### src/hw/tcce_regs.svh
// register map, field positions and reset values of the timer control block
`ifndef TCCE_REGS_SVH
`define TCCE_REGS_SVH

// ----------------------------------------------------------------
// byte offsets on the apb bus
// ----------------------------------------------------------------
`define TCCE_OFF_CTRL 8'h00
`define TCCE_OFF_CNT_LO 8'h04
`define TCCE_OFF_CNT_UP 8'h08
`define TCCE_OFF_PRD_LO 8'h0c
`define TCCE_OFF_PRD_UP 8'h10
`define TCCE_OFF_REL_LO 8'h14
`define TCCE_OFF_REL_UP 8'h18
`define TCCE_OFF_CFG 8'h1c
`define TCCE_OFF_STAT 8'h20
`define TCCE_OFF_MASK 8'h24

// ----------------------------------------------------------------
// control fields, offsets from each half's base bit
// ----------------------------------------------------------------
`define TCCE_LO_BASE 6
`define TCCE_UP_BASE 22
`define TCCE_F_MODE 0
`define TCCE_F_SRC 2
`define TCCE_F_RDCLR 4
`define TCCE_F_CAPEN 5
`define TCCE_F_EDGE 6
`define TCCE_CTRL_WMASK 32'h0dc0_3dc0

// ----------------------------------------------------------------
// configuration register fields
// ----------------------------------------------------------------
`define TCCE_CFG_UNCH 0
`define TCCE_CFG_EDGE 4
`define TCCE_CFG_WMASK 32'h0000_0031

// ----------------------------------------------------------------
// reset values and status layout
// ----------------------------------------------------------------
`define TCCE_CTRL_RST 32'h0000_0000
`define TCCE_CFG_RST 32'h0000_0001
`define TCCE_CNT_RST 32'h0000_0000
`define TCCE_PRD_RST 32'hffff_ffff
`define TCCE_STAT_W 4
`define TCCE_ST_CAP 2

`endif

### src/hw/tcce_pkg.sv
// types shared by the timer control block
`default_nettype none
package tcce_pkg;
  // counter enabling modes
  typedef enum logic [1:0] {
    TCCE_RUN_OFF = 2'b00,
    TCCE_RUN_ONCE = 2'b01,
    TCCE_RUN_CONT = 2'b10,
    TCCE_RUN_RELOAD = 2'b11
  } tcce_run_mode_t;
  // capture edge selection
  typedef enum logic [1:0] {
    TCCE_EDGE_RISE = 2'b00,
    TCCE_EDGE_FALL = 2'b01,
    TCCE_EDGE_BOTH = 2'b10,
    TCCE_EDGE_NONE = 2'b11
  } tcce_edge_t;
endpackage
`default_nettype wire

### src/hw/tcce_half.sv
// one 32-bit counter half: run modes, capture, read clear, reload
`include "tcce_regs.svh"
`default_nettype none
module tcce_half #(
  parameter int WIDTH = 32
) (
  // clock and reset
  input wire logic pclk,
  input wire logic presetn,
  // controls
  input wire tcce_pkg::tcce_run_mode_t run_mode,
  input wire logic count_source_select,
  input wire logic read_clears_count,
  input wire logic capture_enable,
  input wire tcce_pkg::tcce_edge_t capture_edge_select,
  input wire logic unchained,
  // synchronised timer input, now and one cycle earlier
  input wire logic in_now,
  input wire logic in_prev,
  // software accesses
  input wire logic count_read,
  input wire logic wr_count,
  input wire logic wr_period,
  input wire logic wr_reload,
  input wire logic [WIDTH-1:0] wdata,
  // state and events
  output logic [WIDTH-1:0] count_value,
  output logic [WIDTH-1:0] period_value,
  output logic [WIDTH-1:0] period_reload_value,
  output logic period_event,
  output logic capture_event
);
  logic rise, fall, tick, edge_hit, cap_ok, cap_evt, rd_clr;
  logic hit, running, wrap, once_hit;
  logic [WIDTH-1:0] count_inc, next_count, next_period;

  // input edges; external clock counts on rising edges
  assign rise = in_now & ~in_prev;
  assign fall = ~in_now & in_prev;
  // count source
  assign tick = count_source_select ? rise : 1'b1;

  // edge choice; R17: reserved code never fires
  assign edge_hit = (capture_edge_select == tcce_pkg::TCCE_EDGE_RISE) ? rise :
                    (capture_edge_select == tcce_pkg::TCCE_EDGE_FALL) ? fall :
                    (capture_edge_select == tcce_pkg::TCCE_EDGE_BOTH) ? (rise | fall) :
                    1'b0;
  // capture only when unchained, internal, continuous or reload
  assign cap_ok = capture_enable & unchained & ~count_source_select & run_mode[1];
  // selected edge resets counter
  assign cap_evt = cap_ok & edge_hit;
  // read clears; R06: unchained only
  assign rd_clr = read_clears_count & unchained & count_read;

  // off holds; R10: once stops at period
  assign hit = (count_value == period_value);
  assign running = (run_mode != tcce_pkg::TCCE_RUN_OFF) &&
                   !(run_mode == tcce_pkg::TCCE_RUN_ONCE && hit);
  // wrap to zero the tick after matching
  assign wrap = tick & run_mode[1] & hit;
  assign count_inc = count_value + 1'b1;
  assign once_hit = tick & (run_mode == tcce_pkg::TCCE_RUN_ONCE) & ~hit &
                    (count_inc == period_value);

  // software write beats read clear and capture, which both zero the count and beat counting
  assign next_count = wr_count ? wdata :
                      (rd_clr | cap_evt) ? '0 :
                      (running & tick) ? (wrap ? '0 : count_inc) :
                      count_value;
  // period reloaded on each wrap in reload mode
  assign next_period = wr_period ? wdata :
                       (wrap && run_mode == tcce_pkg::TCCE_RUN_RELOAD) ?
                       period_reload_value : period_value;

  // counter state; R07: read clear raises no event
  always_ff @(posedge pclk or negedge presetn) begin
    if (!presetn) begin
      count_value <= `TCCE_CNT_RST;
      period_value <= `TCCE_PRD_RST;
      period_reload_value <= `TCCE_PRD_RST;
      period_event <= 1'b0;
      capture_event <= 1'b0;
    end else begin
      count_value <= next_count;
      period_value <= next_period;
      if (wr_reload) begin
        period_reload_value <= wdata;
      end
      period_event <= (wrap | once_hit) & ~wr_count;
      capture_event <= cap_evt & ~wr_count;
    end
  end
endmodule
`default_nettype wire

### src/hw/tcce_top.sv
// dual 32-bit timer control with apb registers and capture inputs
//
// Notes on behaviour
// upper edge select: rise, fall, both, reserved
// capture needs unchained, internal, continuous mode; the code also captures in reload mode
// capture enable lets input edge reset counter
// each capture raises the output events
// read-clear mode resets counter on read
// read clear works only when unchained
// read clear raises no events
// source bit picks internal or input clock
// mode zero holds the count
// one-shot stops when count reaches period
// continuous wraps to zero after matching
// reload mode copies reload into period
// lower edge select at bits 13-12
// control bits 29-28, 21-14 read zero
// lower half control bit positions
// period and count registers, 32 bits
// reserved writes ignored, edge code 3 silent
//
// The address map and the APB slave port were left to the implementer.
`include "tcce_regs.svh"
`default_nettype none
module tcce_top #(
  parameter int WIDTH = 32,
  parameter int ADDR_W = 8
) (
  // clock and reset
  input wire logic pclk,
  input wire logic presetn,
  // apb slave
  input wire logic psel,
  input wire logic penable,
  input wire logic pwrite,
  input wire logic [ADDR_W-1:0] paddr,
  input wire logic [31:0] pwdata,
  output logic [31:0] prdata,
  output logic pready,
  output logic pslverr,
  // timer input pins, bit 0 lower half, bit 1 upper half
  input wire logic [1:0] timer_in,
  // events
  output logic [1:0] event_out,
  output logic irq
);

  // ----------------------------------------------------------------
  // register state
  // ----------------------------------------------------------------
  logic [31:0] timer_control;
  logic [31:0] timer_config;
  logic [`TCCE_STAT_W-1:0] irq_status;
  logic [`TCCE_STAT_W-1:0] irq_mask;

  // ----------------------------------------------------------------
  // apb decode
  // ----------------------------------------------------------------
  logic setup_rd, acc_wr, acc_rd;
  logic sel_ctrl, sel_cfg, sel_stat, sel_mask;
  logic sel_cnt_lo, sel_cnt_up, sel_prd_lo, sel_prd_up;
  logic sel_rel_lo, sel_rel_up, mapped;

  // each access phase completes in its first cycle
  assign pready = 1'b1;
  assign setup_rd = psel & ~penable & ~pwrite;
  assign acc_wr = psel & penable & pwrite;
  assign acc_rd = psel & penable & ~pwrite;

  // address decode, unaligned offsets fall through to unmapped
  assign sel_ctrl = (paddr == `TCCE_OFF_CTRL);
  assign sel_cnt_lo = (paddr == `TCCE_OFF_CNT_LO);
  assign sel_cnt_up = (paddr == `TCCE_OFF_CNT_UP);
  assign sel_prd_lo = (paddr == `TCCE_OFF_PRD_LO);
  assign sel_prd_up = (paddr == `TCCE_OFF_PRD_UP);
  assign sel_rel_lo = (paddr == `TCCE_OFF_REL_LO);
  assign sel_rel_up = (paddr == `TCCE_OFF_REL_UP);
  assign sel_cfg = (paddr == `TCCE_OFF_CFG);
  assign sel_stat = (paddr == `TCCE_OFF_STAT);
  assign sel_mask = (paddr == `TCCE_OFF_MASK);
  assign mapped = sel_ctrl | sel_cnt_lo | sel_cnt_up | sel_prd_lo |
                  sel_prd_up | sel_rel_lo | sel_rel_up | sel_cfg |
                  sel_stat | sel_mask;

  // unmapped accesses answer with an error and change nothing
  assign pslverr = psel & penable & ~mapped;

  // ----------------------------------------------------------------
  // input synchronisers and edge history
  // ----------------------------------------------------------------
  logic [1:0] in_meta;
  logic [1:0] in_sync;
  logic [1:0] in_prev;

  // pin is async: two flops, then a history flop for edges
  always_ff @(posedge pclk or negedge presetn) begin
    if (!presetn) begin
      in_meta <= 2'h0;
      in_sync <= 2'h0;
      in_prev <= 2'h0;
    end else begin
      in_meta <= timer_in;
      in_sync <= in_meta;
      in_prev <= in_sync;
    end
  end

  // ----------------------------------------------------------------
  // per-half field extraction and counters
  // ----------------------------------------------------------------
  logic [1:0][WIDTH-1:0] cnt;
  logic [1:0][WIDTH-1:0] prd;
  logic [1:0][WIDTH-1:0] rel;
  logic [1:0] per_evt;
  logic [1:0] cap_evt;
  logic [1:0] sel_cnt;
  logic [1:0] sel_prd;
  logic [1:0] sel_rel;
  logic unchained;

  assign sel_cnt = {sel_cnt_up, sel_cnt_lo};
  assign sel_prd = {sel_prd_up, sel_prd_lo};
  assign sel_rel = {sel_rel_up, sel_rel_lo};
  // unchained bit only gates capture and read clear; the halves always count independently
  assign unchained = timer_config[`TCCE_CFG_UNCH];

  genvar g;
  generate
    for (g = 0; g < 2; g++) begin : g_half
      localparam int BASE = (g == 0) ? `TCCE_LO_BASE : `TCCE_UP_BASE;
      tcce_pkg::tcce_run_mode_t run_mode;
      tcce_pkg::tcce_edge_t edge_sel;
      logic [1:0] edge_raw;

      // lower half fields at 11, 10, 8, 7-6
      assign run_mode = tcce_pkg::tcce_run_mode_t'(
        timer_control[BASE+`TCCE_F_MODE +: 2]);
      // lower edge at 13-12; upper edge lives in config
      assign edge_raw = (g == 0) ?
        timer_control[BASE+`TCCE_F_EDGE +: 2] :
        timer_config[`TCCE_CFG_EDGE +: 2];
      assign edge_sel = tcce_pkg::tcce_edge_t'(edge_raw);

      // 32-bit count, period and reload per half
      tcce_half #(
        .WIDTH(WIDTH)
      ) u_half (
        .pclk(pclk),
        .presetn(presetn),
        .run_mode(run_mode),
        .count_source_select(timer_control[BASE+`TCCE_F_SRC]),
        .read_clears_count(timer_control[BASE+`TCCE_F_RDCLR]),
        .capture_enable(timer_control[BASE+`TCCE_F_CAPEN]),
        .capture_edge_select(edge_sel),
        .unchained(unchained),
        .in_now(in_sync[g]),
        .in_prev(in_prev[g]),
        .count_read(acc_rd & sel_cnt[g]),
        .wr_count(acc_wr & sel_cnt[g]),
        .wr_period(acc_wr & sel_prd[g]),
        .wr_reload(acc_wr & sel_rel[g]),
        .wdata(pwdata[WIDTH-1:0]),
        .count_value(cnt[g]),
        .period_value(prd[g]),
        .period_reload_value(rel[g]),
        .period_event(per_evt[g]),
        .capture_event(cap_evt[g])
      );
    end
  endgenerate

  // ----------------------------------------------------------------
  // control and configuration registers
  // ----------------------------------------------------------------
  logic [31:0] next_control;
  logic [31:0] next_config;

  // reserved bits never stored, read as zero
  // masked write drops reserved bits
  assign next_control = (acc_wr & sel_ctrl) ?
                        (pwdata & `TCCE_CTRL_WMASK) : timer_control;
  assign next_config = (acc_wr & sel_cfg) ?
                       (pwdata & `TCCE_CFG_WMASK) : timer_config;

  // control state, updated only at the access edge
  always_ff @(posedge pclk or negedge presetn) begin
    if (!presetn) begin
      timer_control <= `TCCE_CTRL_RST;
      timer_config <= `TCCE_CFG_RST;
    end else begin
      timer_control <= next_control;
      timer_config <= next_config;
    end
  end

  // ----------------------------------------------------------------
  // interrupt status and mask
  // ----------------------------------------------------------------
  logic [`TCCE_STAT_W-1:0] stat_set;
  logic [`TCCE_STAT_W-1:0] stat_clr;
  logic [`TCCE_STAT_W-1:0] next_status;
  logic [`TCCE_STAT_W-1:0] next_mask;

  // capture sets its own bit and the shared event
  assign stat_set = {cap_evt, per_evt};
  assign stat_clr = (acc_wr & sel_stat) ?
                    pwdata[`TCCE_STAT_W-1:0] : '0;
  // write one to clear; a same-cycle event keeps its bit
  assign next_status = (irq_status & ~stat_clr) | stat_set;
  assign next_mask = (acc_wr & sel_mask) ?
                     pwdata[`TCCE_STAT_W-1:0] : irq_mask;

  // sticky status and its mask
  always_ff @(posedge pclk or negedge presetn) begin
    if (!presetn) begin
      irq_status <= '0;
      irq_mask <= '0;
    end else begin
      irq_status <= next_status;
      irq_mask <= next_mask;
    end
  end

  // level interrupt while any unmasked bit stands
  assign irq = |(irq_status & irq_mask);

  // ----------------------------------------------------------------
  // event outputs
  // ----------------------------------------------------------------
  logic [1:0] next_event;

  // capture pulses reach event pins too
  // read clears feed neither input here
  assign next_event = per_evt | cap_evt;

  // one-cycle pulse per half, registered at the same edge as the status set
  always_ff @(posedge pclk or negedge presetn) begin
    if (!presetn) begin
      event_out <= 2'h0;
    end else begin
      event_out <= next_event;
    end
  end

  // ----------------------------------------------------------------
  // read data
  // ----------------------------------------------------------------
  logic [31:0] rd_mux;
  logic [31:0] status_word;
  logic [31:0] mask_word;

  assign status_word = {{(32-`TCCE_STAT_W){1'b0}}, irq_status};
  assign mask_word = {{(32-`TCCE_STAT_W){1'b0}}, irq_mask};

  // selection of the addressed word, zero when unmapped
  assign rd_mux = sel_ctrl ? timer_control :
                  sel_cnt_lo ? 32'(cnt[0]) :
                  sel_cnt_up ? 32'(cnt[1]) :
                  sel_prd_lo ? 32'(prd[0]) :
                  sel_prd_up ? 32'(prd[1]) :
                  sel_rel_lo ? 32'(rel[0]) :
                  sel_rel_up ? 32'(rel[1]) :
                  sel_cfg ? timer_config :
                  sel_stat ? status_word :
                  sel_mask ? mask_word :
                  32'h0000_0000;

  // sampled in the setup cycle so prdata is a flop; the count
  // shown is the value at setup, one cycle before the read clear
  always_ff @(posedge pclk or negedge presetn) begin
    if (!presetn) begin
      prdata <= 32'h0000_0000;
    end else if (setup_rd) begin
      prdata <= rd_mux;
    end
  end

endmodule
`default_nettype wire

### config.mk
export PLATFORM = sky130hd
export DESIGN_NAME = tcce_top
export DESIGN_NICKNAME = d
export VERILOG_FILES = /design/src/hw/tcce_pkg.sv /design/src/hw/tcce_half.sv /design/src/hw/tcce_top.sv
export VERILOG_INCLUDE_DIRS = /design/src /design/src/hw
export SDC_FILE = /design/constraint.sdc
export NUM_CORES = 1
export LEC_CHECK = 0
export BUFFER_PORTS_ARGS = -buffer_cell sky130_fd_sc_hd__buf_2
export CAP_MARGIN = 20
export CORE_AREA = 5 5 259 261
export CTS_CLUSTER_SIZE = 8
export DETAILED_ROUTE_END_ITERATION = 7
export DIE_AREA = 0 0 264 266
export SLEW_MARGIN = 20
export SYNTH_ARGS = -nofsm -noshare
export SYNTH_HDL_FRONTEND = slang
export SYNTH_SLANG_ARGS = --single-unit
### constraint.sdc
create_clock -name pclk -period 2.85 [get_ports pclk]
set_input_delay 0.1425 -clock pclk [delete_from_list [all_inputs] [get_ports pclk]]
set_output_delay 0.1425 -clock pclk [all_outputs]
set_load 0.05 [all_outputs]
Yosys cells after proc, flatten, opt, wreduce, memory -nomap -nowiden. Index checks and enable logic that the tools add are counted.

Bits in registers: 259. Bits in latches: 0. RAM bits: 0. Bits in read-only memories: 0. Input bits: 47. Output and inout port bits: 37. Memories kept: 0.

Add/subtract/negate cells: 2. $mul: 0. Divide/modulo/power cells: 0. Magnitude comparators: 0. Equality and inequality tests: 21. Shift operators: 0. Multiplexer cells: 31. Bitwise logic cells: 83. Reduce and logical (&&, ||, !) cells: 18.

Operator list (number): two-way mux 32 bit (19); equality test 32 bit (4); adder 32 x 1 -> 32 bit (second input constant) (2); bitwise AND 1 bit (50); equality test 8 x 5 -> 1 bit (second input constant) (4); equality test 8 x 4 -> 1 bit (second input constant) (2); equality test 8 x 6 -> 1 bit (second input constant) (2); bitwise OR 1 bit (15); inverter 1 bit (13); two-way mux 4 bit (3); bitwise AND 4 bit (2); equality test 2 x 1 -> 1 bit (second input constant) (4); equality test 2 bit (second input constant) (4); equality test 8 x 3 -> 1 bit (second input constant) (1); zero test 8 bit (1); two-way mux 1 bit (8); nonzero test 2 bit (4); logical AND 1 bit (6); two-way mux 6 bit (1); nonzero test 3 bit (2); zero test 2 bit (2); inverter 4 bit (1); bitwise OR 4 bit (1); OR reduction 4 bit (1); 2 further kinds (3).

Logic depth before layout (Yosys ltp).
Depth in word-level cells: 12. Gate-level depth with buffers: 11. Depth with buffers taken out: 9.

Hierarchy. A second synthesis with hierarchy kept.

Cells, all modules: 1747. Area, all modules: 16241.8 um2.

Modules (own cells, without submodules): tcce_half (g_half[1].u_half) (times used 1, cells each 612, area each 5949.5 um2, seq. area each 2532.4 um2); tcce_half (g_half[0].u_half) (times used 1, cells each 615, area each 5947.0 um2, seq. area each 2532.4 um2); tcce_top (times used 1, cells each 520, area each 4345.4 um2, seq. area each 1577.8 um2).

Worst setup path after synthesis. OpenSTA, ideal clock, no wires.

Path kind: register -> register. Start point: register g_half[1].u_half.count_value[7]. End point: register g_half[1].u_half.count_value[18]. Arrival time: 2.534 ns. Required time: 2.728 ns. Slack: 0.194 ns. Cell stages (with the launch flop): 11. Cells stage by stage: dfrtp_1 -> buf_6 -> xor2_1 -> or4_1 -> or4_4 -> o31a_1 -> buf_2 -> buf_6 -> nand2_1 -> o21ai_1 -> o2bb2ai_1.

Longest elaborated chain between the ends: 6. Elaborated cells between the ends (all ways): 12.

Ends and longest elaborated chain: from (decl) (line tcce_half.sv:27) `output logic [WIDTH-1:0] count_value,`; from (signal assigned) (line tcce_half.sv:78) `` count_value <= `TCCE_CNT_RST; ``; from (signal assigned) (line tcce_half.sv:84) `count_value <= next_count;`; parallel branches: the longest is 6 deep, another holds adder 32 x 1 -> 32 bit.

Several ways; the timed one is not identified. The select of a mux whose other input is x is not followed. A chain may end at the register's enable or synchronous reset.

Worst setup path after layout.
Start point: register g_half[1].u_half.count_value[9]. End point: register g_half[1].u_half.period_event.

Longest elaborated chain between the ends: 6. Elaborated cells between the ends (all ways): 9.

Ends and longest elaborated chain: parallel branches: the longest is 4 deep, another holds adder 32 x 1 -> 32 bit; bitwise OR 1 bit (*) (line tcce_half.sv:89) `period_event <= (wrap | once_hit) & ~wr_count;`; bitwise AND 1 bit (*) (line tcce_half.sv:89); to (signal assigned) (line tcce_half.sv:89); to (decl) (line tcce_half.sv:30) `output logic period_event,`.

Every way passes the cells marked *.

==> reports/qor.yml <==
synthesis:
  avgSynthCellArea_um2: 9.49
  synth_seq_area_share_pct: 41.5
  yosys_register_bits: 259
  synth_edf_count: 0
  synth_area_um2: 16000
  ys_types: 79
  ys_warn_count: 0
  netlist_instances: 1685
  synthArstFlopShare_pct: 100
  synthesis.nets: 1738
  synth_ff_type: "dfrtp_1"
layout:
  layout-drive-gt1-share_pct: 32.3
  fillers: 6722
  diodes: 0
  nNetsFinal: 1968
  final_cell_area_um2: 20400
  synthToLayoutAreaGrowth_pct: 27.7
timing:
  fmaxAchievable_mhz: 353
  maxSlewViolCount: 0
  period_needed_ns: 2.84
  period_share_pct: 99.5
  slew-limit-headroom_pct: 44.9
  tightest_slew_ns: 0.827
  whs_ns: 0.171
  rsz0062_at_grt: "true"
  setup_violations: 0
  fin_worst_skew_ns: 0.0318
  final_hold_viol_count: 0
route:
  drtIter0Drc: 1497
  wl_per_cell_um: 23.3
  post-route-drc-count: 0
  routed_wl_mm: 65.1
  num_vias: 14900
  ant_nets: 0
  dr.pass1.iters: 6
  viasPerCell: 5.32
global_routing:
  grt_pass1_vias: 14400
  grt_max_degree: 86
  grt_pass1_wl_mm: 95.9
  grt_use_total_pct: 17.6
  overflow: 0
  antenna_found_initial: 1
floorplanning:
  io_pins: 84
  core_um2: 64200
  fp.dieW_um: 264
  dieArea_um2: 70200
  fp.dieH_um: 266
  rows: 93
  start_util_pct: 24.9
hold_path:
  hold_class: "in -> reg"
clock_network:
  htree_num_levels: 2
  worstSkewPairLatency_ns: 0.57
  clk_pin_slew_ns: 0.06
  cts_made_buffers: 38
  numClockSinks: 259
  root_buffer: "clkbuf_16"
  cts_tree: "yes"
  clockBufferDepth: 3
place:
  port-buffer-count: 82
  placed_cell_area_um2: 18600
  gp_congestion: 0.981
  place_hpwl_mm: 48.1
worst_setup_path:
  required_ns: 3.26
  critPathArrivalTime_ns: 3.24
  worstSetupPathType: "reg -> reg"
  cp-end-kind: "flip-flop"
  start_kind: "flip-flop"
  cp_max_fo: 7
outcome:
  status: "finished clean"
job:
  drv_cap: 0
power_and_ir_drop:
  ir_worst_vdd_uv: 389
  power_density_nw_per_um2: 472
  power.leakage_uw: 0.00806
-- layout make-up --
class / instances / area (um^2) / area share, %
inverter: 22 / 82.6 / 0.405
clock buffer: 67 / 1100 / 5.39
clock inverter: 2 / 32.5 / 0.159
tap: 855 / 1070 / 5.24
sequential: 259 / 6650 / 32.6
multi-input combinational: 1268 / 8850 / 43.3
timing repair buffer: 326 / 2630 / 12.9
-- power by group --
| part | leakage, uW | internal (uW) | switching (uW) |
|---|---|---|---|
| clock network | 0.000539 | 2610 | 1770 |
| logic | 0.00448 | 472 | 785 |
| registers | 0.00304 | 3850 | 161 |
| total | 0.00806 | 6930 | 2720 |
-- layer usage --
layer  routed length, um  part of all wire [%]  vias to the layer above  global-route usage (%)
met5                   0                     0                        -                       0
met4                2340                   3.6                        0                    5.68
met3                4250                   6.5                      123                    2.55
met2               29000                    45                      595                    27.5
met1               29500                    45                     7470                    25.2
li1                    -                     -                     6710                       -
-- synth_stat cells (all sizes together), types with 3 or more instances --
| cell type | number | area [um^2] |
|---|---|---|
| nand3b | 3 | 22.5 |
| o211ai | 13 | 97.6 |
| a221o | 16 | 160 |
| clkbuf | 97 | 367 |
| ha | 6 | 75.1 |
| o2bb2ai | 53 | 464 |
| a22o | 9 | 78.8 |
| mux2i | 90 | 901 |
| buf | 39 | 298 |
| a22oi | 37 | 278 |
| or4 | 8 | 63.8 |
| nand4 | 47 | 300 |
| nor2 | 87 | 334 |
| xnor2 | 82 | 718 |
| inv | 22 | 82.6 |
| nand2 | 196 | 736 |
| nand2b | 11 | 76.3 |
| a2bb2oi | 5 | 43.8 |
| dfstp | 129 | 3390 |
| and3 | 13 | 81.3 |
| a221oi | 13 | 114 |
| nor2b | 5 | 31.3 |
| o21ai | 160 | 801 |
| nor4 | 24 | 190 |
| o31ai | 3 | 36.3 |
| nand3 | 44 | 220 |
| a21o | 5 | 37.5 |
| mux2 | 93 | 1050 |
| nand4b | 3 | 26.3 |
| nor3b | 8 | 60.1 |
| o22ai | 15 | 93.8 |
| a31oi | 18 | 113 |
| xor2 | 31 | 272 |
| a21oi | 43 | 219 |
| or3b | 3 | 26.3 |
| a222oi | 18 | 180 |
| nor4b | 5 | 43.8 |
| or2 | 6 | 37.5 |
| o31a | 5 | 43.8 |
| a32oi | 7 | 61.3 |
| dfrtp | 130 | 3250 |
| and4 | 5 | 43.8 |
| o221ai | 3 | 26.3 |
| nor3 | 51 | 260 |
| and2 | 5 | 33.8 |
-- path summary, 6_finish.rpt --
kind,to,slack [ns],cells after the start,startpoint
max in group asynchronous,g_half[0].u_half.period_reload_value[28],1.74,3,presetn
worst max register to register,g_half[1].u_half.period_event,0.01,10,g_half[1].u_half.count_value[9]
worst max-delay path,g_half[1].u_half.period_event,0.01,10,g_half[1].u_half.count_value[9]
min in group asynchronous,timer_control[12],0.22,2,presetn
worst min register to register,in_sync[0],0.34,0,in_meta[0]
worst min-delay path,prdata[24],0.17,4,penable
-- critical path: stages, from the launching register on --
cell	delay (ns)
dfrtp_1	0.36
buf_4	0.19
nand4_1	0.25
nor4_4	0.26
buf_4	0.19
nand3_1	0.11
xor2_1	0.18
nor4b_2	0.27
buf_4	0.16
nand4_1	0.14
o41ai_4	0.55
-- stage by stage --
step | power, uW | TNS [ns] | utilization, % | setup slack, ns | cells
floorplan | 4650 | 0 | - | 0.194 | 1685
global placement | 5190 | -0.786 | 28.9 | -0.734 | 2678
detailed placement | 5210 | -0.798 | 28.9 | -0.663 | 2678
CTS | 9680 | -0.00297 | 31.3 | -0.00297 | 2785
global route | 9990 | -0.110 | 31.8 | -0.0998 | 2799
finish | 9650 | 0 | 31.8 | 0.0147 | 2799
-- state kept, by name (all words and copies together), names as in the netlist, 3 cells and up --
register,count
g_half.u_half.count_value,64
g_half.u_half.period_reload_value,64
g_half.u_half.period_value,64
irq_mask,4
irq_status,4
prdata,32
timer_config,3
timer_control,12
-- logic make-up after synthesis --
| group | count (synthesis) | share of synthesized area [%] |
|---|---|---|
| fa+ha+maj | 6 | 0.469 |
| mux | 183 | 12.2 |
| simple gates | 529 | 16.4 |
| compound gates | 436 | 18.5 |
| flops | 259 | 41.5 |
| buf+inv | 158 | 4.67 |
| other cells | 1 | 0.0235 |
| xor+xnor | 113 | 6.19 |
-- layout by cell type (no fill, tap or decap), types with 18 or more instances in the layout --
| cell type | instances |
|---|---|
| a21oi_1 | 42 |
| a222oi_1 | 18 |
| a22oi_1 | 37 |
| buf_12 | 20 |
| buf_2 | 81 |
| buf_4 | 183 |
| clkbuf_1 | 26 |
| clkbuf_16 | 40 |
| dfrtp_1 | 121 |
| dfstp_2 | 129 |
| dlygate4sd3_1 | 35 |
| inv_1 | 21 |
| mux2_2 | 92 |
| mux2i_1 | 88 |
| nand2_1 | 196 |
| nand3_1 | 41 |
| nand4_1 | 46 |
| nor2_1 | 80 |
| nor3_1 | 47 |
| o21ai_0 | 64 |
| o21ai_1 | 93 |
| o2bb2ai_1 | 53 |
| xnor2_1 | 79 |
| xor2_1 | 30 |
-- repair_timing --
| action | in CTS | in global routing |
|---|---|---|
| gates resized for setup | 10 | 45 |
| hold endpoints to repair | 144 | 0 |
| pin swaps | 3 | 17 |
| setup endpoints to repair | 15 | 72 |
| hold buffers | 35 | 0 |
| buffers inserted | 3 | 13 |
| cloned | 0 | 1 |
Power figures use the tool's default switching activity.
